--- src/msg_cfg_pkg.sv ---
/*
  Shared constants and types for the message device configuration block.
  Assumes a single 100 MHz core clock and a plain strobe-style register port.
*/
package msg_cfg_pkg;

  localparam int ADDR_W = 8;
  localparam int DATA_W = 32;

  // Register byte addresses
  localparam logic [7:0] ADDR_COMMAND = 8'h00;
  localparam logic [7:0] ADDR_REPLY   = 8'h04;
  localparam logic [7:0] ADDR_STATUS  = 8'h08;
  localparam logic [7:0] ADDR_CAPS    = 8'h0C;
  localparam logic [7:0] ADDR_CONFIG  = 8'h10;

  // Command word fields
  localparam int OP_LSB  = 24;
  localparam int MSK_LSB = 8;

  // Command opcodes
  localparam logic [7:0] OP_ABORT_NORMAL  = 8'h01;
  localparam logic [7:0] OP_BEGIN_NORMAL  = 8'h02;
  localparam logic [7:0] OP_CLEAR         = 8'h03;
  localparam logic [7:0] OP_END_NORMAL    = 8'h04;
  localparam logic [7:0] OP_READ_PROTO    = 8'h05;
  localparam logic [7:0] OP_READ_PERR     = 8'h06;
  localparam logic [7:0] OP_IDENT_COMMANDER_CAPABILITY_BIT    = 8'h07;
  localparam logic [7:0] OP_READ_SERVANTS = 8'h08;
  localparam logic [7:0] OP_GRANT         = 8'h09;
  localparam logic [7:0] OP_RELEASE       = 8'h0A;
  localparam logic [7:0] OP_READ_HANDLERS = 8'h0B;
  localparam logic [7:0] OP_READ_HLINE    = 8'h0C;
  localparam logic [7:0] OP_ASSIGN_HLINE  = 8'h0D;
  localparam logic [7:0] OP_READ_INTRS    = 8'h0E;
  localparam logic [7:0] OP_READ_ILINE    = 8'h0F;
  localparam logic [7:0] OP_ASSIGN_ILINE  = 8'h10;
  localparam logic [7:0] OP_ASYNC_MODE    = 8'h11;
  localparam logic [7:0] OP_CTRL_RESPONSE = 8'h12;
  localparam logic [7:0] OP_CTRL_EVENT    = 8'h13;

  // Protocol error codes
  localparam logic [7:0] PERR_NONE    = 8'h00;
  localparam logic [7:0] PERR_BAD_CMD = 8'h01;

  // Capability register positions and reset value
  localparam int CAP_MASTER     = 0;
  localparam int CAP_COMMANDER_CAPABILITY_BIT       = 1;
  localparam int CAP_PROG_HNDLR = 2;
  localparam int CAP_PROG_INTR  = 3;
  localparam int CAP_RESP_GEN   = 4;
  localparam int CAP_EVENT_GEN  = 5;
  localparam int CAP_AREA_LSB   = 8;
  localparam int CAP_EVSUP_LSB  = 16;
  localparam int CAP_RSSUP_LSB  = 24;
  localparam logic [31:0] CAPS_RESET = 32'h7FFF_043F;

  // Default configuration values
  localparam logic [7:0] DEFAULT_DEST_LA = 8'h00;
  localparam logic [7:0] DEFAULT_COMMANDER_CAPABILITY_BIT_LA = 8'h00;
  localparam logic [2:0] LINE_NONE       = 3'h0;
  localparam logic [6:0] RESP_EN_RESET   = 7'h00;
  localparam logic [7:0] NUM_HANDLERS    = 8'h01;
  localparam logic [7:0] NUM_INTRS       = 8'h01;
  localparam logic [8:0] COUNT_ZERO      = 9'h000;

  typedef enum logic [2:0] {
    ST_CONFIGURE  = 3'b001,
    ST_INITIALIZE = 3'b010,
    ST_NORMAL     = 3'b100
  } substate_e;

  typedef struct packed {
    logic       resp_global;
    logic       evt_global;
    logic       via_signal;
    logic [7:0] dest_la;
    logic [7:0] commander_la;
    logic [2:0] handler_line;
    logic [2:0] intr_line;
    logic [6:0] resp_en;
    logic [7:0] evt_en;
  } cfg_s;

endpackage : msg_cfg_pkg

--- src/message_device_config_commands.sv ---
/*
  Command interpreter and configuration store of a message based device.
  Assumes commands arrive one at a time as writes to the command register,
  already assembled by the word serial transfer logic; replies are read back.
*/
// The strobed register port and the register addresses were decided locally.
// Overview of operation
// - Core commands accepted in configure and normal
// - Bus masters accept identify commander in configure
// - Commanders handle servant area, grant, release in configure
// - Handler reads anytime, assign only configuring
// - Interrupter reads anytime, assign only configuring
// - Response/event output needs matching capability
// - Response capable: async mode, control response
// - Control response toggles each supported transition
// - Event capable: async mode, control event
// - Control event toggles each supported event
// - Reset or abort loads default, configure
// - Default servant list is empty
// - Default: globally enabled, all supported events enabled
// - Master default: signals to address zero
// - Non-master default: deliver via interrupts
// - Default: no interrupt lines connected
// - Default: all response transitions disabled
// - Default: no incoming signal processing (code: incoming always accepted in normal, whatever the config)
// - Config takes effect only in normal operation
// - Grant adds, release removes servant
// - Identify commander records commander address
// - Assign line commands connect the line
// - Configure: no interrupts, no bus transfers
`timescale 1ns/1ps
module message_device_config_commands (
  input  wire logic                           i_core_clk,
  input  wire logic                           i_reset_n,
  input  wire logic [msg_cfg_pkg::ADDR_W-1:0] i_addr,
  input  wire logic [msg_cfg_pkg::DATA_W-1:0] i_wdata,
  input  wire logic                           i_wr,
  input  wire logic                           i_rd,
  output logic      [msg_cfg_pkg::DATA_W-1:0] o_rdata,
  output msg_cfg_pkg::substate_e              o_substate,
  output logic                                o_activated,
  output logic                                o_accept_incoming,
  output logic      [2:0]                     o_irq_line,
  output logic      [2:0]                     o_handler_line,
  output logic                                o_deliver_via_signal,
  output logic      [7:0]                     o_dest_la,
  output logic      [6:0]                     o_resp_gen_en,
  output logic      [7:0]                     o_evt_gen_en
);
  import msg_cfg_pkg::*;

  substate_e   state;
  substate_e   next_state;
  cfg_s        cfg;
  cfg_s        dflt;
  logic [31:0] caps;
  logic [7:0]  perr;
  logic [15:0] reply;
  logic        reply_valid;
  logic        servant_list [0:255];
  logic [8:0]  servant_count;

  logic        wr_cmd;
  logic        rd_reply;
  logic [7:0]  op;
  logic [7:0]  arg;
  logic [7:0]  msk;
  logic        legal;

  assign wr_cmd   = i_wr && (i_addr == ADDR_COMMAND);
  assign rd_reply = i_rd && (i_addr == ADDR_REPLY);
  assign op       = i_wdata[OP_LSB +: 8];
  assign arg      = i_wdata[7:0];
  assign msk      = i_wdata[MSK_LSB +: 8];

  // Acceptance table per sub-state and capability
  function automatic logic cmd_legal(input logic [7:0] code, input substate_e st,
                                     input logic [31:0] cp);
    logic cfg_st;
    logic any_st;
    cfg_st = (st == ST_CONFIGURE);
    any_st = (st == ST_CONFIGURE) || (st == ST_NORMAL);
    case (code)
      OP_ABORT_NORMAL, OP_BEGIN_NORMAL, OP_CLEAR,
      OP_END_NORMAL, OP_READ_PROTO, OP_READ_PERR: cmd_legal = any_st;
      OP_IDENT_COMMANDER_CAPABILITY_BIT:    cmd_legal = cfg_st && cp[CAP_MASTER];
      OP_READ_SERVANTS, OP_GRANT,
      OP_RELEASE:       cmd_legal = cfg_st && cp[CAP_COMMANDER_CAPABILITY_BIT];
      OP_READ_HANDLERS,
      OP_READ_HLINE:    cmd_legal = any_st && cp[CAP_PROG_HNDLR];
      OP_ASSIGN_HLINE:  cmd_legal = cfg_st && cp[CAP_PROG_HNDLR];
      OP_READ_INTRS,
      OP_READ_ILINE:    cmd_legal = any_st && cp[CAP_PROG_INTR];
      OP_ASSIGN_ILINE:  cmd_legal = cfg_st && cp[CAP_PROG_INTR];
      OP_ASYNC_MODE:    cmd_legal = any_st &&
                                    (cp[CAP_RESP_GEN] || cp[CAP_EVENT_GEN]);
      OP_CTRL_RESPONSE: cmd_legal = any_st && cp[CAP_RESP_GEN];
      OP_CTRL_EVENT:    cmd_legal = any_st && cp[CAP_EVENT_GEN];
      default:          cmd_legal = 1'b0;
    endcase
  endfunction : cmd_legal

  // Masked update of individual enable bits
  function automatic logic [7:0] masked_update(input logic [7:0] cur, input logic [7:0] m,
                                               input logic [7:0] val, input logic [7:0] sup);
    masked_update = (cur & ~(m & sup)) | (val & m & sup);
  endfunction : masked_update

  assign legal = wr_cmd && cmd_legal(op, state, caps);

  // Default configuration derived from current capabilities
  always_comb begin
    dflt              = '0;
    dflt.resp_global  = 1'b1;
    dflt.evt_global   = 1'b1;
    dflt.via_signal   = caps[CAP_MASTER];
    dflt.dest_la      = DEFAULT_DEST_LA;
    dflt.commander_la = DEFAULT_COMMANDER_CAPABILITY_BIT_LA;
    dflt.handler_line = LINE_NONE;
    dflt.intr_line    = LINE_NONE;
    dflt.resp_en      = RESP_EN_RESET;
    dflt.evt_en       = caps[CAP_EVSUP_LSB +: 8];
  end

  // Sub-state sequencing; initialize lasts one cycle and always succeeds
  always_comb begin
    next_state = state;
    case (state)
      ST_CONFIGURE: begin
        if (legal && op == OP_BEGIN_NORMAL) begin
          next_state = ST_INITIALIZE;
        end
      end
      ST_INITIALIZE: begin
        next_state = ST_NORMAL;
      end
      ST_NORMAL: begin
        if (legal && (op == OP_END_NORMAL || op == OP_ABORT_NORMAL)) begin
          next_state = ST_CONFIGURE;
        end
      end
      default: begin
        next_state = ST_CONFIGURE;
      end
    endcase
    if (legal && op == OP_ABORT_NORMAL) begin
      next_state = ST_CONFIGURE;
    end
  end

  always_ff @(posedge i_core_clk or negedge i_reset_n) begin
    if (!i_reset_n) begin
      state <= ST_CONFIGURE;
    end else begin
      state <= next_state;
    end
  end

  // Capabilities are software programmable so one design covers all variants
  always_ff @(posedge i_core_clk or negedge i_reset_n) begin
    if (!i_reset_n) begin
      caps <= CAPS_RESET;
    end else if (i_wr && i_addr == ADDR_CAPS && state == ST_CONFIGURE) begin
      caps <= i_wdata;
    end
  end

  // Stored configuration; reset value mirrors the default of CAPS_RESET
  always_ff @(posedge i_core_clk or negedge i_reset_n) begin
    if (!i_reset_n) begin
      cfg              <= '0;
      cfg.resp_global  <= 1'b1;
      cfg.evt_global   <= 1'b1;
      cfg.via_signal   <= CAPS_RESET[CAP_MASTER];
      cfg.dest_la      <= DEFAULT_DEST_LA;
      cfg.commander_la <= DEFAULT_COMMANDER_CAPABILITY_BIT_LA;
      cfg.handler_line <= LINE_NONE;
      cfg.intr_line    <= LINE_NONE;
      cfg.resp_en      <= RESP_EN_RESET;
      cfg.evt_en       <= CAPS_RESET[CAP_EVSUP_LSB +: 8];
    end else if (legal) begin
      case (op)
        OP_ABORT_NORMAL: begin
          cfg <= dflt;
        end
        OP_IDENT_COMMANDER_CAPABILITY_BIT: begin
          cfg.commander_la <= arg;
        end
        OP_ASSIGN_HLINE: begin
          cfg.handler_line <= arg[2:0];
        end
        OP_ASSIGN_ILINE: begin
          cfg.intr_line <= arg[2:0];
        end
        OP_ASYNC_MODE: begin
          cfg.resp_global <= arg[0];
          cfg.evt_global  <= arg[1];
          // Signals need bus mastership
          cfg.via_signal  <= arg[2] && caps[CAP_MASTER];
        end
        OP_CTRL_RESPONSE: begin
          cfg.resp_en <= 7'(masked_update({1'b0, cfg.resp_en}, msk, arg,
                                          {1'b0, caps[CAP_RSSUP_LSB +: 7]}));
        end
        OP_CTRL_EVENT: begin
          cfg.evt_en <= masked_update(cfg.evt_en, msk, arg,
                                      caps[CAP_EVSUP_LSB +: 8]);
        end
        default: begin
        end
      endcase
    end
  end

  // Servant list as a bit per logical address
  always_ff @(posedge i_core_clk or negedge i_reset_n) begin
    if (!i_reset_n) begin
      for (int i = 0; i < 256; i++) begin
        servant_list[i] <= 1'b0;
      end
      servant_count <= COUNT_ZERO;
    end else if (legal && op == OP_ABORT_NORMAL) begin
      for (int i = 0; i < 256; i++) begin
        servant_list[i] <= 1'b0;
      end
      servant_count <= COUNT_ZERO;
    end else if (legal && op == OP_GRANT && !servant_list[arg]) begin
      servant_list[arg] <= 1'b1;
      servant_count     <= servant_count + 9'h001;
    end else if (legal && op == OP_RELEASE && servant_list[arg]) begin
      servant_list[arg] <= 1'b0;
      servant_count     <= servant_count - 9'h001;
    end
  end

  // Protocol error: set by a refused command, cleared when reported
  always_ff @(posedge i_core_clk or negedge i_reset_n) begin
    if (!i_reset_n) begin
      perr <= PERR_NONE;
    end else if (wr_cmd && !legal) begin
      perr <= PERR_BAD_CMD;
    end else if (legal && op == OP_READ_PERR) begin
      perr <= PERR_NONE;
    end
  end

  // Reply word for query commands; a new reply wins over a read clear
  always_ff @(posedge i_core_clk or negedge i_reset_n) begin
    if (!i_reset_n) begin
      reply       <= 16'h0000;
      reply_valid <= 1'b0;
    end else if (legal) begin
      reply_valid <= 1'b1;
      case (op)
        OP_BEGIN_NORMAL:  reply <= 16'h0000;
        OP_READ_PROTO:    reply <= {8'h00, 2'b00, caps[5:0]};
        OP_READ_PERR:     reply <= {8'h00, perr};
        OP_READ_SERVANTS: reply <= {8'h00, caps[CAP_AREA_LSB +: 8]};
        OP_READ_HANDLERS: reply <= {8'h00, NUM_HANDLERS};
        OP_READ_HLINE:    reply <= {13'h0000, cfg.handler_line};
        OP_READ_INTRS:    reply <= {8'h00, NUM_INTRS};
        OP_READ_ILINE:    reply <= {13'h0000, cfg.intr_line};
        default:          reply <= 16'h0000;
      endcase
    end else if (rd_reply) begin
      reply_valid <= 1'b0;
    end
  end

  // Register read port, data one cycle after the strobe
  always_ff @(posedge i_core_clk or negedge i_reset_n) begin
    if (!i_reset_n) begin
      o_rdata <= 32'h0000_0000;
    end else if (i_rd) begin
      if (i_addr == ADDR_REPLY) begin
        o_rdata <= {15'h0000, reply_valid, reply};
      end else if (i_addr == ADDR_STATUS) begin
        o_rdata <= {perr, 4'h0, servant_count, 7'h00, state == ST_NORMAL, state};
      end else if (i_addr == ADDR_CAPS) begin
        o_rdata <= caps;
      end else if (i_addr == ADDR_CONFIG) begin
        o_rdata <= {cfg.commander_la, cfg.dest_la, 1'b0, cfg.via_signal,
                    cfg.evt_global, cfg.resp_global, 1'b0, cfg.intr_line,
                    1'b0, cfg.handler_line, 4'h0};
      end else begin
        o_rdata <= 32'h0000_0000;
      end
    end else begin
      o_rdata <= 32'h0000_0000;
    end
  end

  // Active view: loaded every cycle the next state is normal, zero otherwise; o_substate takes next_state every cycle
  always_ff @(posedge i_core_clk or negedge i_reset_n) begin
    if (!i_reset_n) begin
      o_substate           <= ST_CONFIGURE;
      o_activated          <= 1'b0;
      o_accept_incoming    <= 1'b0;
      o_irq_line           <= LINE_NONE;
      o_handler_line       <= LINE_NONE;
      o_deliver_via_signal <= 1'b0;
      o_dest_la            <= DEFAULT_DEST_LA;
      o_resp_gen_en        <= RESP_EN_RESET;
      o_evt_gen_en         <= 8'h00;
    end else begin
      o_substate <= next_state;
      if (next_state == ST_NORMAL) begin
        o_activated          <= 1'b1;
        o_accept_incoming    <= 1'b1;
        o_irq_line           <= cfg.intr_line;
        o_handler_line       <= cfg.handler_line;
        o_deliver_via_signal <= cfg.via_signal;
        o_dest_la            <= cfg.dest_la;
        o_resp_gen_en        <= (cfg.resp_global && caps[CAP_RESP_GEN]) ?
                                cfg.resp_en : 7'h00;
        o_evt_gen_en         <= (cfg.evt_global && caps[CAP_EVENT_GEN]) ?
                                cfg.evt_en : 8'h00;
      end else begin
        // Deactivated outside normal: no lines, no transfers
        o_activated          <= 1'b0;
        o_accept_incoming    <= 1'b0;
        o_irq_line           <= LINE_NONE;
        o_handler_line       <= LINE_NONE;
        o_deliver_via_signal <= 1'b0;
        o_dest_la            <= DEFAULT_DEST_LA;
        o_resp_gen_en        <= 7'h00;
        o_evt_gen_en         <= 8'h00;
      end
    end
  end
endmodule : message_device_config_commands

--- config.mk ---
export PLATFORM = sky130hd
export DESIGN_NAME = message_device_config_commands
export DESIGN_NICKNAME = d
export VERILOG_FILES = /design/src/msg_cfg_pkg.sv /design/src/message_device_config_commands.sv
export SDC_FILE = /design/constraint.sdc
export NUM_CORES = 1
export LEC_CHECK = 0
export BUFFER_PORTS_ARGS = -buffer_cell sky130_fd_sc_hd__buf_2
export CAP_MARGIN = 30
export CORE_MARGIN = 2
export CORE_UTILIZATION = 55
export CTS_BUF_LIST = sky130_fd_sc_hd__clkbuf_16
export DETAILED_ROUTE_END_ITERATION = 10
export PLACE_DENSITY = 0.81
export SKIP_CTS_REPAIR_TIMING = 1
export SLEW_MARGIN = 30
export SYNTH_ARGS = -nofsm -noshare
export SYNTH_HDL_FRONTEND = slang
export SYNTH_SLANG_ARGS = --single-unit
--- constraint.sdc ---
create_clock -name i_core_clk -period 4.5 [get_ports i_core_clk]
set_input_delay 0.45 -clock i_core_clk [delete_from_list [all_inputs] [get_ports i_core_clk]]
set_output_delay 0.45 -clock i_core_clk [all_outputs]
set_load 0.03 [all_outputs]
==> flow_summary.ini <==
[status]
status = complete, no violations

[timing]
post-route-period-util_pct = 89.9
rsz0062_at_grt = false
tightest_slew_ns = 0.978
hold_viol_final = 0
holdWs_ns = 0.120
max_freq_ghz = 0.247
maxSlewHeadroom_pct = 34.6
setup_viol = 0
finalCriticalPeriod_ns = 4.05
finClkSkew_ns = 0.0277
slew_viol_final = 0
tns_ns = 0

[power]
clockPowerShare_pct = 45.2
seqPwrFrac_pct = 48.7
vdd_ir_drop_max_v = 0.000370
power.internal_mw = 5.59
cellLeakagePower_nw = 12.0
power_density_nw_per_um2 = 316
p_sw_share_pct = 24.6
p_comb_share_pct = 6.1
p_sw_mw = 1.82
power_mw = 7.42

[cts]
clk_latency_ns = 0.57
path_clk_slew_ns = 0.06
cts_tree = done
cts_root_buf = clkbuf_16
htree_levels = 2
clk_path_buf_depth = 3
cts.sinks = 397
cts_buffers = 42

[floorplan]
die_h_um = 199
die_x_um = 199
dieArea_um2 = 39800
io_pins = 111
start_util_pct = 55.7
row_count = 71
floorplan.core_area_um2 = 37700

[worst_setup_path]
crit_fanout = 3
reg2reg_from = servant_list[229]$_DFFE_PN0P_
endpoint_kind = register
cpMaxStageDelayCell = mux4_2
crit_type = register to register
path_common_cell = nand2_1
rr_worst_depth = 17
worstPathArrival_ns = 4.48
crit_path_max_incr_delay_ns = 0.47
crit_path_start_kind = register
reg2reg_slack_ns = 0.45
path_cells = mux4_2 -> a22o_1 -> a2111oi_0 -> o41a_1 -> o311ai_1 -> nand2_1 -> nand2_1 -> ha_1 -> nor2b_1 -> o21ai_0 -> nand2_1 -> a21o_1 -> a21o_1 -> a31o_2 -> nor4_1 -> or3_1 -> a31oi_1
cp.required_ns = 4.93
worstReg2RegEnd = servant_count[8]$_DFFE_PN0P_

[finish]
area_growth_pct = 12.0
fin_nets = 2119
num_antenna_cells = 0
drive_gt1_share_pct = 20.0
final_cells = 2609
seq_area_um2 = 9980
fill_cells = 3005
multi_input_area_um2 = 9990

[detailed_routing]
top_layer = met5
detail-route-antenna-nets = 0
via_per_inst = 7.03
first_pass_iters = 5
wl_met2_um = 29400
route.met3.wl_um = 6040
drt_iter0_drc = 2333
drc = 0
wl_per_cell_um = 24.4
via_count = 18337
met1Wirelength_um = 24700
wl_um = 63700

[run]
max-cap-violations = 0

[synthesis]
netlist_area_um2 = 21000
synth.most_common_cell = dfrtp_1
async_reset_ff_share_pct = 100
synthCells = 2020
synth_commonest_cells = 363 x dfrtp_1, 304 x o21ai_0, 262 x a21o_1, 258 x o22ai_1, 127 x clkbuf_1
ys_types = 68
synthFlopType = dfrtp_1
synth_seq_area_share_pct = 47.5
synth_area_per_cell_um2 = 10.4
synth_edf_count = 0
ys_seq_elements = 397
yosysWarnings = 0
yosysTopAreaCellShare_pct = 43.3
synthTopCellsByArea = dfrtp_1 43%, a21o_1 9.4%, o22ai_1 7.7%
synth_largest_area_cell = dfrtp_1

[global_route]
grt_remaining_overflow = 0
grt_max_degree = 235
grt_pass1_vias = 17520
grt_pass1_wl_um = 99100
grt_antenna_before_repair = 0
grtUsageTotal_pct = 32.0

[hold_path]
worstHoldStart = i_wdata[23]
whs_path_depth = 2
hold_end = caps[23]$_DFFE_PN1P_
min_path_type = input pin to register

[placement]
place.gp.congestion = 0.945
post-dp-hpwl_um = 40400
port_buffers = 102
dp.cells = 2530
## per-layer routing
metal  global-route usage (%)  vias to the layer above
met5                        0                        -
met4                     16.5                        2
met3                     5.62                      258
met2                     50.4                     1202
met1                     42.8                     9112
li1                         -                     7763
## worst max-delay path by stage
stage | start | end | slack (ns) | cells after the start
floorplan | i_wdata[0] | servant_count[8]$_DFFE_PN0P_ | 0.22 | 19
detailed placement | i_wdata[0] | servant_count[8]$_DFFE_PN0P_ | 0.03 | 19
CTS | o_substate[0]$_DFF_PN1_ | servant_count[8]$_DFFE_PN0P_ | 0.48 | 18
global placement | i_wdata[0] | servant_count[8]$_DFFE_PN0P_ | 0.02 | 18
finish | servant_list[229]$_DFFE_PN0P_ | servant_count[8]$_DFFE_PN0P_ | 0.45 | 17
global route | servant_list[231]$_DFFE_PN0P_ | servant_count[8]$_DFFE_PN0P_ | 0.20 | 17
## power groups by stage
stage	clock network, mW	logic, mW	registers (mW)
after floorplan	0	0.200	3.67
after global placement	0	0.428	3.68
after detailed placement	0	0.438	3.68
after CTS	3.37	0.439	3.61
after global routing	3.52	0.479	3.61
final	3.35	0.452	3.61
## flip-flops by register name, summed over array words and instances (netlist names), 3 cells and up
register and cells:
servant_list 256, o_handler_line 3, reply 8, cfg 32, caps 32, o_substate 3, o_evt_gen_en 8, o_irq_line 3
o_resp_gen_en 7, o_rdata 32, servant_count 9
## through the flow
| stage | area (µm²) | utilization, % | worst slack [ns] |
|---|---|---|---|
| 5_1_grt | 23500 | 62.4 | 0.200 |
| 3_5_place_dp | 22100 | 58.8 | 0.0270 |
| 3_3_place_gp | 22100 | 58.8 | 0.0245 |
| 2_1_floorplan | 21000 | - | 0.222 |
| 4_1_cts | 23400 | 62.2 | 0.484 |
| 6_report | 23500 | 62.4 | 0.455 |
## critical path: cells and delay by family, from the launching register on
kind            cells  cell delay [ns]
compound gates      9             1.82
fa+ha+maj           1             0.31
flops               1             0.40
mux                 1             0.47
simple gates        6             0.92
## cell type report
class	count	share of cell area, %
clock inverters	34	1.04
clock buffers	42	4.47
flip-flops and latches	397	42.4
repair buffers	205	6.56
multi-input cells	1404	42.5
inverters	16	0.255
well taps	511	2.72
## cell usage in the layout (no fill, tap or decap), drive strengths merged, types with 9 or more instances in the layout
cell type / netlist / layout
a21o: 262 / 262
a21oi: 22 / 22
nor2b: 12 / 12
mux4: 65 / 65
clkinv: 1 / 24
a22oi: 35 / 35
nand3: 41 / 41
o22ai: 258 / 258
and3: 15 / 15
buf: 83 / 204
a41oi: 9 / 9
o21ai: 304 / 304
and4: 15 / 15
nand2: 98 / 98
and2: 19 / 19
nand4: 13 / 13
mux2: 32 / 32
dfstp: 34 / 34
mux2i: 16 / 16
dfrtp: 363 / 363
nor3: 14 / 14
a22o: 19 / 19
inv: 15 / 22
clkbuf: 127 / 42
nor2: 70 / 70
## kinds of logic (layout without fill, tap and decap cells)
family | count (synthesis) | count (layout) | synth area share [%]
buf+inv | 226 | 297 | 5.14
flops | 397 | 397 | 47.5
compound gates | 943 | 943 | 28.8
xor+xnor | 7 | 7 | 0.292
simple gates | 324 | 324 | 8.24
other cells | 1 | 8 | 0.0179
fa+ha+maj | 9 | 9 | 0.572
mux | 113 | 113 | 9.45
Note: power is estimated with default switching activity, not from simulation.
